## config.mk

```make
export PLATFORM = sky130hd
export DESIGN_NAME = sac_core
export DESIGN_NICKNAME = d
export VERILOG_FILES = /design/src/design/sac_pkg.sv /design/src/design/sac_fifo.sv /design/src/design/sac_core.sv
export SDC_FILE = /design/constraint.sdc
export NUM_CORES = 1
export LEC_CHECK = 0
export BUFFER_PORTS_ARGS = -buffer_cell sky130_fd_sc_hd__buf_2
export CORE_ASPECT_RATIO = 0.9
export CORE_MARGIN = 4
export CORE_UTILIZATION = 56
export CTS_BUF_LIST = sky130_fd_sc_hd__clkbuf_8 sky130_fd_sc_hd__clkbuf_16
export DETAILED_ROUTE_END_ITERATION = 7
export PLACE_DENSITY_LB_ADDON = 0.12
export SYNTH_ARGS = -nofsm -noshare
export SYNTH_HDL_FRONTEND = slang
export SYNTH_SLANG_ARGS = --single-unit
```

## constraint.sdc

```tcl
create_clock -name CLK -period 3 [get_ports CLK]
set_input_delay 0.6 -clock CLK [delete_from_list [all_inputs] [get_ports CLK]]
set_output_delay 0.6 -clock CLK [all_outputs]
set_load 0.01 [all_outputs]
```

## src/design/sac_pkg.sv

```systemverilog
// package for the serial converter command block: command codes, format fields, timing
// assumes a 250 MHz system clock; the conversion count CONV_COUNT is in system clock cycles, the edge counts in shift clock edges
package sac_pkg;
   // command codes (upper nibble of the command byte)
   localparam logic [3:0] CMD_LAST_CHANNEL = 4'ha;  // channels 0..10
   localparam logic [3:0] CMD_TEST_MID     = 4'hb;  // reference midpoint
   localparam logic [3:0] CMD_TEST_LOW     = 4'hc;  // low_ref_test_level
   localparam logic [3:0] CMD_TEST_HIGH    = 4'hd;  // high_ref_test_level
   localparam logic [3:0] CMD_SLEEP        = 4'he;  // software_sleep
   localparam logic [3:0] CMD_RESERVED     = 4'hf;
   // output_format_config field positions
   localparam int         FMT_LEN_HI       = 3;
   localparam int         FMT_LEN_LO       = 2;
   localparam int         FMT_LSB_FIRST    = 1;
   localparam int         FMT_TWOS         = 0;
   localparam logic [3:0] FMT_RESET        = 4'h0;
   // length codes
   localparam logic [1:0] LEN_8            = 2'h1;
   localparam logic [1:0] LEN_16           = 2'h3;
   localparam logic [4:0] BITS_8           = 5'h08;
   localparam logic [4:0] BITS_12          = 5'h0c;
   localparam logic [4:0] BITS_16          = 5'h10;
   localparam logic [4:0] SAMPLE_EDGE      = 5'h04;  // sampling starts after this fall
   localparam logic [4:0] LEN_TAKE_RISE    = 5'h06;  // new length effective here
   localparam logic [4:0] CMD_BITS         = 5'h08;  // command byte length
   // conversion timing: 13.5 oscillator periods plus a start delay
   localparam int         OSC_PERIOD_NS    = 40;     // internal_oscillator period
   localparam int         CLK_PERIOD_NS    = 4;
   localparam int         START_DELAY_NS   = 25;
   localparam int         CONV_HALF_OSC    = 27;     // 13.5 periods in half periods
   localparam int         CONV_NS          = CONV_HALF_OSC * OSC_PERIOD_NS / 2
                                             + START_DELAY_NS;
   localparam int         CONV_CYCLES      = (CONV_NS + CLK_PERIOD_NS - 1) / CLK_PERIOD_NS;
   localparam logic [9:0] CONV_COUNT       = 10'(CONV_CYCLES);
   // result fifo
   localparam int         FIFO_WIDTH       = 12;
   localparam int         FIFO_DEPTH       = 8;
endpackage

```

## src/design/sac_fifo.sv

```systemverilog
// fifo with valid/ready on both sides; carries converted results to the output buffer
// assumes one clock domain, synchronous use
`timescale 1ns/10ps
module sac_fifo #(
   parameter int WIDTH = 12,
   parameter int DEPTH = 8
) (
   input  wire logic             clk,
   input  wire logic             rst,
   input  wire logic [WIDTH-1:0] in_data,
   input  wire logic             in_valid,
   output logic                  in_ready,
   output logic      [WIDTH-1:0] out_data,
   output logic                  out_valid,
   input  wire logic             out_ready
);
   localparam int AW = $clog2(DEPTH);
   logic [WIDTH-1:0] mem [DEPTH];  // storage
   logic [AW:0]      wr_ff;        // write pointer with wrap bit
   logic [AW:0]      rd_ff;        // read pointer with wrap bit
   logic             push;
   logic             pop;

   // honest flags from pointer compare
   assign out_valid = (wr_ff != rd_ff);
   assign in_ready  = (wr_ff[AW-1:0] != rd_ff[AW-1:0]) || (wr_ff[AW] == rd_ff[AW]);
   assign push      = in_valid && in_ready;
   assign pop       = out_valid && out_ready;
   assign out_data  = mem[rd_ff[AW-1:0]];

   // pointers
   always_ff @(posedge clk or posedge rst)
   begin
      if (rst)
      begin
         wr_ff <= '0;
         rd_ff <= '0;
      end
      else
      begin
         if (push)
            wr_ff <= wr_ff + 1'b1;
         if (pop)
            rd_ff <= rd_ff + 1'b1;
      end
   end

   // storage has no reset; contents are undefined until written
   always_ff @(posedge clk)
   begin
      if (push)
         mem[wr_ff[AW-1:0]] <= in_data;
   end
endmodule

```

## src/design/sac_core.sv

```systemverilog
// serial converter command and output sequencer: command byte, format, eoc, result shift
// assumes shift clock, select and command input come from the host, asynchronous to CLK;
// the analog core delivers a 12-bit code in RESULT_CODE, sampled when conversion ends
`timescale 1ns/10ps
module sac_core
(
   input  wire logic        CLK,
   input  wire logic        RST,
   input  wire logic        SEL_N,         // host select, active low
   input  wire logic        SHIFT_CLK,     // host shift clock
   input  wire logic        SERIAL_CMD_BITS, // command input
   input  wire logic [11:0] RESULT_CODE,   // code from the analog core
   output logic             SDO_O,         // serial output value
   output logic             SDO_OE_N,      // low while driving the output
   output logic             EOC,           // end of conversion
   output logic             SAMPLE,        // sampling switch closed
   output logic [3:0]       MUX_SEL,       // input selected for conversion
   output logic             SOFTWARE_SLEEP, // sleep of analog and reference
   output logic [3:0]       FMT_OUT        // output_format_config readback
);
   import sac_pkg::*;

   typedef enum logic [1:0]
   {
      ST_IDLE = 2'b00,   // waiting for select
      ST_IO   = 2'b01,   // i/o cycle running
      ST_CONV = 2'b10    // converting
   } sac_state_t;

   // synchronisers; first stage read only by the second
   logic [1:0]  sck_sync_ff;
   logic [1:0]  sel_sync_ff;
   logic [1:0]  din_sync_ff;
   logic        sck_last_ff;     // previous synced clock, for edges
   logic        sel_last_ff;
   logic        rise;
   logic        fall;
   logic        sel_fall;
   logic        sel_n;

   sac_state_t  state_ff;
   logic [7:0]  command_input_register_ff;  // shift register
   logic [3:0]  output_format_config_ff;    // length, order, coding
   logic [4:0]  rise_cnt_ff;                // rising edges this cycle
   logic [4:0]  fall_cnt_ff;                // falling edges this cycle
   logic [1:0]  cyc_len_ff;                 // length governing this cycle
   logic        cyc_lsb_ff;                 // bit order of this cycle
   logic        conv_twos_ff;               // coding for pending conversion
   logic [3:0]  conv_sel_ff;                // input for pending conversion
   logic [9:0]  conv_cnt_ff;                // conversion timer
   logic [15:0] out_sr_ff;                  // output shifter
   logic [11:0] out_buf_ff;                 // last completed result
   logic        eoc_ff;
   logic        sample_ff;
   logic        sdo_ff;
   logic        oe_n_ff;
   logic        sleep_ff;
   logic [4:0]  last_edge;
   logic        nxt_sleep;                  // sleep as the fourth fall will leave it
   logic        buf_load;                   // buffer takes the fifo head this cycle
   logic [11:0] coded;
   logic [15:0] frame;
   logic        conv_done;
   logic        fifo_ready;
   logic        fifo_valid;
   logic [11:0] fifo_data;

   assign rise     = sck_sync_ff[1] & ~sck_last_ff;
   assign fall     = ~sck_sync_ff[1] & sck_last_ff;
   assign sel_n    = sel_sync_ff[1];
   assign sel_fall = ~sel_sync_ff[1] & sel_last_ff;

   // two-flop synchronisers for every host pin
   always_ff @(posedge CLK or posedge RST)
   begin
      if (RST)
      begin
         sck_sync_ff <= 2'h0;
         sel_sync_ff <= 2'h3;
         din_sync_ff <= 2'h0;
         sck_last_ff <= 1'b0;
         sel_last_ff <= 1'b1;
      end
      else
      begin
         sck_sync_ff <= {sck_sync_ff[0], SHIFT_CLK};
         sel_sync_ff <= {sel_sync_ff[0], SEL_N};
         din_sync_ff <= {din_sync_ff[0], SERIAL_CMD_BITS};
         sck_last_ff <= sck_sync_ff[1];
         sel_last_ff <= sel_sync_ff[1];
      end
   end

   // final falling edge by the length of this cycle
   always_comb
   begin
      case (cyc_len_ff)
         LEN_8:   last_edge = BITS_8;
         LEN_16:  last_edge = BITS_16;
         default: last_edge = BITS_12;
      endcase
   end

   // sleep that the nibble now in the shifter selects; meaningful only at the fourth fall
   assign nxt_sleep = (command_input_register_ff[3:0] == CMD_SLEEP)
                      || (command_input_register_ff[3:0] == CMD_RESERVED && sleep_ff);
   assign conv_done = (state_ff == ST_CONV) && (conv_cnt_ff == 10'h000);

   // sequencer
   always_ff @(posedge CLK or posedge RST)
   begin
      if (RST)
         state_ff <= ST_IDLE;
      else if (sel_n)
         state_ff <= ST_IDLE;                         // select high aborts all
      else
      begin
         case (state_ff)
            ST_IDLE:
               state_ff <= ST_IO;
            ST_IO:
               if (fall && (fall_cnt_ff + 5'h01 == last_edge))
                  state_ff <= sleep_ff ? ST_IO : ST_CONV;
            ST_CONV:
               if (conv_done)
                  state_ff <= ST_IO;
            default:
               state_ff <= ST_IDLE;
         endcase
      end
   end

   // edge counters cleared outside ST_IO; fall count also wraps at the last edge, rise count does not
   always_ff @(posedge CLK or posedge RST)
   begin
      if (RST)
      begin
         rise_cnt_ff <= 5'h00;
         fall_cnt_ff <= 5'h00;
      end
      else if (state_ff != ST_IO)
      begin
         rise_cnt_ff <= 5'h00;
         fall_cnt_ff <= 5'h00;
      end
      else
      begin
         if (rise)
            rise_cnt_ff <= rise_cnt_ff + 5'h01;
         if (fall)
            fall_cnt_ff <= (fall_cnt_ff + 5'h01 == last_edge) ? 5'h00
                           : fall_cnt_ff + 5'h01;
      end
   end

   // command capture, only the first eight rising edges
   always_ff @(posedge CLK or posedge RST)
   begin
      if (RST)
         command_input_register_ff <= 8'h00;
      else if (state_ff == ST_IO && rise && rise_cnt_ff < CMD_BITS)
         command_input_register_ff <= {command_input_register_ff[6:0], din_sync_ff[1]};
   end

   // format register, loaded at the end of the byte unless reserved
   always_ff @(posedge CLK or posedge RST)
   begin
      if (RST)
         output_format_config_ff <= FMT_RESET;
      else if (state_ff == ST_IO && rise && rise_cnt_ff == CMD_BITS - 5'h01
               && command_input_register_ff[6:3] != CMD_RESERVED)
         output_format_config_ff <= {command_input_register_ff[2:0], din_sync_ff[1]};
   end

   // length taken early; order and coding only from the next cycle
   always_ff @(posedge CLK or posedge RST)
   begin
      if (RST)
      begin
         cyc_len_ff <= FMT_RESET[FMT_LEN_HI:FMT_LEN_LO];
         cyc_lsb_ff <= 1'b0;
      end
      else if (state_ff != ST_IO)
         cyc_lsb_ff <= output_format_config_ff[FMT_LSB_FIRST];
      else if (rise && rise_cnt_ff == LEN_TAKE_RISE - 5'h01
               && command_input_register_ff[4:1] != CMD_RESERVED)
         cyc_len_ff <= {command_input_register_ff[0], din_sync_ff[1]};
   end

   // command nibble and coding latched for the following conversion
   always_ff @(posedge CLK or posedge RST)
   begin
      if (RST)
      begin
         conv_sel_ff  <= 4'h0;
         conv_twos_ff <= 1'b0;
         sleep_ff     <= 1'b1;   // sleeps until first valid address
      end
      else if (state_ff == ST_IO && fall && fall_cnt_ff == SAMPLE_EDGE - 5'h01)
      begin
         if (command_input_register_ff[3:0] == CMD_SLEEP)
            sleep_ff <= 1'b1;
         else if (command_input_register_ff[3:0] != CMD_RESERVED)
         begin
            sleep_ff    <= 1'b0;
            conv_sel_ff <= command_input_register_ff[3:0];
         end
      end
      else if (state_ff == ST_IO && fall && fall_cnt_ff + 5'h01 == last_edge)
         conv_twos_ff <= output_format_config_ff[FMT_TWOS];
   end

   // sampling window from fourth to last falling edge
   always_ff @(posedge CLK or posedge RST)
   begin
      if (RST)
         sample_ff <= 1'b0;
      else if (state_ff != ST_IO)
         sample_ff <= 1'b0;
      else if (fall && fall_cnt_ff + 5'h01 == last_edge)
         sample_ff <= 1'b0;                               // held at last fall
      else if (fall && fall_cnt_ff == SAMPLE_EDGE - 5'h01)
         sample_ff <= !nxt_sleep;                         // new command decides, not the old
   end

   // conversion timer on the oscillator-equivalent count
   always_ff @(posedge CLK or posedge RST)
   begin
      if (RST)
         conv_cnt_ff <= CONV_COUNT;
      else if (state_ff != ST_CONV)
         conv_cnt_ff <= CONV_COUNT;
      else if (conv_cnt_ff != 10'h000)
         conv_cnt_ff <= conv_cnt_ff - 10'h001;
   end

   // eoc: high in reset, low during conversion
   always_ff @(posedge CLK or posedge RST)
   begin
      if (RST)
         eoc_ff <= 1'b1;
      else if (state_ff == ST_IO && fall && fall_cnt_ff + 5'h01 == last_edge && !sleep_ff)
         eoc_ff <= 1'b0;
      else if (buf_load || sel_n)
         eoc_ff <= 1'b1;                                  // rises as the result lands
   end

   // coding applied as the result is latched
   assign coded = {RESULT_CODE[11] ^ conv_twos_ff, RESULT_CODE[10:0]};

   // buffer drains the fifo only while no cycle is in flight
   assign buf_load = fifo_valid && (state_ff != ST_IO || (fall_cnt_ff == 5'h00 && rise_cnt_ff == 5'h00));

   // result path through the fifo; the buffer drains it whenever a cycle is not in flight
   sac_fifo #(
      .WIDTH (FIFO_WIDTH),
      .DEPTH (FIFO_DEPTH)
   ) u_fifo (
      .clk       (CLK),
      .rst       (RST),
      .in_data   (coded),
      .in_valid  (conv_done),
      .in_ready  (fifo_ready),
      .out_data  (fifo_data),
      .out_valid (fifo_valid),
      .out_ready (buf_load)
   );

   // output buffer keeps the last completed result
   always_ff @(posedge CLK or posedge RST)
   begin
      if (RST)
         out_buf_ff <= 12'h000;
      else if (buf_load)
         out_buf_ff <= fifo_data;
   end

   // frame in the order of this cycle; 16-bit pads zeros, 8-bit drops lsbs
   always_comb
   begin
      frame = {(buf_load ? fifo_data : out_buf_ff), 4'h0};  // fresh result bypass
      if (cyc_lsb_ff)
      begin
         frame = {<<{frame}};                             // lsb now at the top
         frame = frame << (5'h10 - last_edge);            // short lengths start at their lsb
      end
   end

   // serial output: first bit on cycle start, next bits on falling edges
   always_ff @(posedge CLK or posedge RST)
   begin
      if (RST)
      begin
         out_sr_ff <= 16'h0000;
         sdo_ff    <= 1'b0;
         oe_n_ff   <= 1'b1;
      end
      else if (sel_n)
         oe_n_ff <= 1'b1;                                 // released; value kept, moves only on edges
      else if (state_ff == ST_CONV)
      begin
         oe_n_ff <= 1'b0;
         sdo_ff  <= 1'b0;                                 // forced low until eoc rises
      end
      else if ((state_ff == ST_IDLE && sel_fall) || (buf_load && state_ff == ST_IO && !eoc_ff))
      begin
         oe_n_ff   <= 1'b0;
         out_sr_ff <= frame << 1;
         sdo_ff    <= frame[15];
      end
      else if (state_ff == ST_IO && fall)
      begin
         // last fall starts a conversion unless sleep_ff is set: line goes low at once, not a leftover bit
         sdo_ff    <= (fall_cnt_ff + 5'h01 == last_edge) ? 1'b0 : out_sr_ff[15];
         out_sr_ff <= out_sr_ff << 1;
      end
   end

   assign SDO_O          = sdo_ff;
   assign SDO_OE_N       = oe_n_ff;
   assign EOC            = eoc_ff;
   assign SAMPLE         = sample_ff;
   assign MUX_SEL        = conv_sel_ff;
   assign SOFTWARE_SLEEP = sleep_ff;
   assign FMT_OUT        = output_format_config_ff;
endmodule

```

==> results.txt <==
----------------------------------------------------
[Floorplan]
  Initial standard-cell utilization of the core ... a little under three fifths
  Placeable core area ... about 14000 um^2
  Horizontal die dimension ... approximately 130 um
  Site row count ... 41
  Overall die height ... 122 um
  Total die area ... ~16000 um^2
  Total I/O pin count ... 30

[Worst setup path]
  Cell Chain, Critical Path ... inv_1 > ha_1 > nor2b_1 > nand3_2 > a311o_1 > or2_1 > nor2_1 > buf_4
  Cell type of the slowest stage on the worst timing path ... sky130_fd_sc_hd__dfrtp_1
  Startpoint-to-endpoint class of the critical path ... flop to flop
  Buffers and inverters on the worst path ... 2
  Required time of the worst setup path ... 3.13 ns
  Data arrival time at the worst-slack endpoint ... about 2.8 ns
  Endpoint kind of the worst setup timing path ... flop
  Critical path startpoint category ... flop
  CP peak stage delay ... 0.41 ns
  Critical path peak fanout ... 10
  Largest delay contributor family on the critical path ... simple AND/OR/NAND/NOR gates

[Synthesis]
  Post-synthesis cell count ... 570
  Synthesized net count ... roughly 600
  Synthesized area divided by synthesized cell count ... between 10 and 15 um^2
  Synth Area in Simple Gates ... between 10% and 20%
  Number of register bits inferred by synthesis ... between 150 and 200
  Most instantiated library cell after synthesis ... sky130_fd_sc_hd__edfxtp_1
  Post-synthesis cell type count ... 66
  Warnings from Yosys ... 0
  Adder-cell area share of the yosys netlist ... approximately 1.4%
  Number of enable-type register cells in the synthesized netlist ... 96
  Post-synthesis share of cell area spent on xor and xnor gates ... around 2.4%
  Area of the mapped netlist ... ~8000 um^2
  Multiplexer share of the synthesized area ... between 10% and 20%
  Top_reg_cell synth ... sky130_fd_sc_hd__edfxtp_1
  Fraction of synthesized cell area taken by the top area cell type ... a little over a third
  Top cells by area, synth ... sky130_fd_sc_hd__edfxtp_1 (36%), sky130_fd_sc_hd__dfrtp_1 (25%), sky130_fd_sc_hd__mux4_1 (5.2%)
  Combinational family with the most area after synthesis ... multiplexers
  Post-synthesis cell type with the largest combined area ... sky130_fd_sc_hd__edfxtp_1
  Fraction of registers with async set/reset ... between 40 and 50%
  Share of the synthesized area in compound gates (AO/OA/AOI/OAI) ... 9.05%
  Sequential cell area fraction in the yosys report ... roughly 64%
  Leading cell types by count after synthesis ... sky130_fd_sc_hd__edfxtp_1 (96), sky130_fd_sc_hd__dfrtp_1 (79), sky130_fd_sc_hd__nand2_1 (54), sky130_fd_sc_hd__nor2_1 (30), sky130_fd_sc_hd__a21oi_1 (26)

[Detailed routing]
  Number of remaining DRC errors ... 0
  Drt initial violations ... around 490
  Via total after detailed routing ... 4866
  Avg Vias per Cell ... 5.91
  Total iterations of the first detailed-routing run ... 5
  Final wirelength ... approximately 16000 um
  Number of routed nets with antenna violations ... 0
  Post-detailed-route wirelength per cell ... 19.8 um

[Global routing]
  Total Routing Usage GR ... between 20 and 25%
  Initial antenna violation count ... 0
  Number of global-route vias before repair ... 4789
  Wire length of the first global-routing pass ... 26400 um
  Largest net degree at the start of global routing ... 38
  Overflow after GRT ... 0

[Clock network]
  Buffers from clock root to sink, at most ... 2
  Clock slew seen by the registers of the worst setup and hold paths ... about 0.070 ns
  H-tree lvl count ... 4
  Library cell used as clock root buffer ... sky130_fd_sc_hd__clkbuf_16
  Number of buffers created by CTS ... 17
  Number of gates resized after CTS ... 0
  Post-CTS setup buffers ... 0
  CTS tree ... done
  Hold bufs inserted after CTS ... 0
  Sink count of the clock tree ... 185
  Worst-skew pair later-pin latency ... between 0.4 and 0.5 ns

[Timing]
  Skew final ... approximately 0.012 ns
  Final setup vio count ... 0
  Fin crit period ... roughly 2.7 ns
  Aggregate negative setup slack ... 0 ns
  Worst Max-Slew Pin Slew ... between 0.6 and 0.7 ns
  Worst max-slew margin expressed relative to the limit ... a little under three fifths
  Unrepaired setup endpoints after global routing ... no
  Final period utilization ... 90.3%
  Number of hold violations in the final report ... 0
  Final Max Slew Viols ... 0
  Fmax ... approximately 370 MHz

[Placed design]
  Detailed Place HPWL ... around 11000 um
  Global placer's final weighted congestion ... 0.903
  I/O Buffers ... 29
  Cell Count Post-Placement ... between 700 and 800

[Hold path]
  Hold Path Class ... primary input to asynchronous set/reset pin

[Power]
  PwrDens ... around 570 nW/um^2
  Total power after layout ... roughly 5.2 mW
  Leakage power of the design ... roughly 3.5 nW
  IR Drop Worst-Case VDD ... between 0.5 and 0.6 mV

[Layout]
  Fill cell count ... 1059
  Non-filler instance count after layout ... 824
  Finished Core Util ... roughly 65%
  Layout area overhead ... 13.3%
  Share of layout cells above drive strength 1 ... a little under a quarter
  Layout net count ... 644
  Number of antenna repair diodes ... 0

[Outcome]
  Status ... finished, final reports clean

[Job]
  Maximum capacitance violations ... 0

----------------------------------------------------
==> final cells by class <==
cell class,instances,area (um^2),area share (%)
repair buffers,54,358,3.93
clock inverters,15,159,1.74
flip-flops and latches,185,5120,56.2
multi-input cells,348,2760,30.3
inverters,12,46.3,0.508
clock buffers,17,425,4.67
well taps,193,241,2.65
==> power breakdown <==
part | switching, mW | internal, mW
Sequential | 0.0644 | 2.74
Clock | 1.01 | 1.17
Combinational | 0.127 | 0.0825
Total | 1.20 | 4.00
==> stage by stage <==
step / instance area, um^2 / worst slack (ns) / hold slack, ns
after global routing: 9110 / 0.107 / 0.225
final: 9110 / 0.290 / 0.215
after CTS: 9110 / 0.295 / 0.219
after floorplan: 8050 / 0.0357 / 0.331
after detailed placement: 8530 / 0.317 / 0.341
after global placement: 8530 / 0.353 / 0.335
==> layout by cell type, fill, tap and decap left out, drive strengths merged, types with 4 or more instances in the layout <==
| cell | netlist | final |
|---|---|---|
| nor2b | 7 | 7 |
| o2111ai | 5 | 5 |
| a22oi | 10 | 10 |
| edfxtp | 96 | 96 |
| nor3 | 12 | 12 |
| mux4 | 24 | 24 |
| clkinv | 0 | 5 |
| buf | 13 | 54 |
| clkbuf | 12 | 17 |
| o21bai | 4 | 4 |
| nand3 | 17 | 17 |
| nand2 | 54 | 54 |
| and2 | 4 | 4 |
| inv | 12 | 18 |
| o32ai | 8 | 8 |
| xnor2 | 13 | 13 |
| dfstp | 10 | 10 |
| dfrtp | 79 | 79 |
| mux2 | 24 | 24 |
| a221oi | 4 | 4 |
| nand4 | 9 | 9 |
| a21oi | 27 | 27 |
| ha | 9 | 9 |
| nor2 | 32 | 32 |
| xor2 | 9 | 9 |
| a31oi | 7 | 7 |
| a311oi | 4 | 4 |
| nand2b | 9 | 9 |
| o21ai | 23 | 23 |
==> state kept, by name, summed over array words and instances, names as in the netlist, 2 cells and up <==
register	count
cyc_len_ff	2
out_sr_ff	15
FMT_OUT	4
din_sync_ff	2
sel_sync_ff	2
sck_sync_ff	2
MUX_SEL	4
conv_cnt_ff	10
u_fifo.rd_ff	4
fall_cnt_ff	5
command_input_register_ff	7
u_fifo.wr_ff	4
out_buf_ff	12
state_ff	2
u_fifo.mem	96
rise_cnt_ff	5
==> worst register-to-register path: cells and delay by family (launching register included) <==
kind,cells,cell delay (ns)
AND/OR/NAND/NOR,4,1.13
buffers and inverters,2,0.33
adder cells (fa/ha/maj),1,0.16
flip-flops,1,0.41
AO/OA/AOI/OAI,1,0.38
==> kinds of logic after synthesis <==
family / after synthesis
mux: 49
buf+inv: 37
xor+xnor: 22
simple gates: 162
flops: 185
fa+ha+maj: 9
compound gates: 106
==> layer usage <==
metal  vias to the layer above  part of all wire, %  GRT usage, %
li1                       2288                    -             -
met1                      2437                   50          33.4
met2                       121                   44          30.4
met3                        20                  4.3          4.79
met4                         0                  1.6          7.57
met5                         -                    0             0
==> final timing paths <==
path,cells past startpoint,from,slack [ns],endpoint
max,8,conv_cnt_ff[0],0.29,u_fifo.mem[7][3]
min,2,RST,0.22,conv_cnt_ff[0]
max reg2reg,8,conv_cnt_ff[0],0.29,u_fifo.mem[7][3]
min reg2reg,0,sck_sync_ff[0],0.35,sck_sync_ff[1]
max in group asynchronous,3,RST,2.01,EOC
min in group CLK,1,SEL_N,0.25,sel_sync_ff[0]
Power figures use the tool's default switching activity.
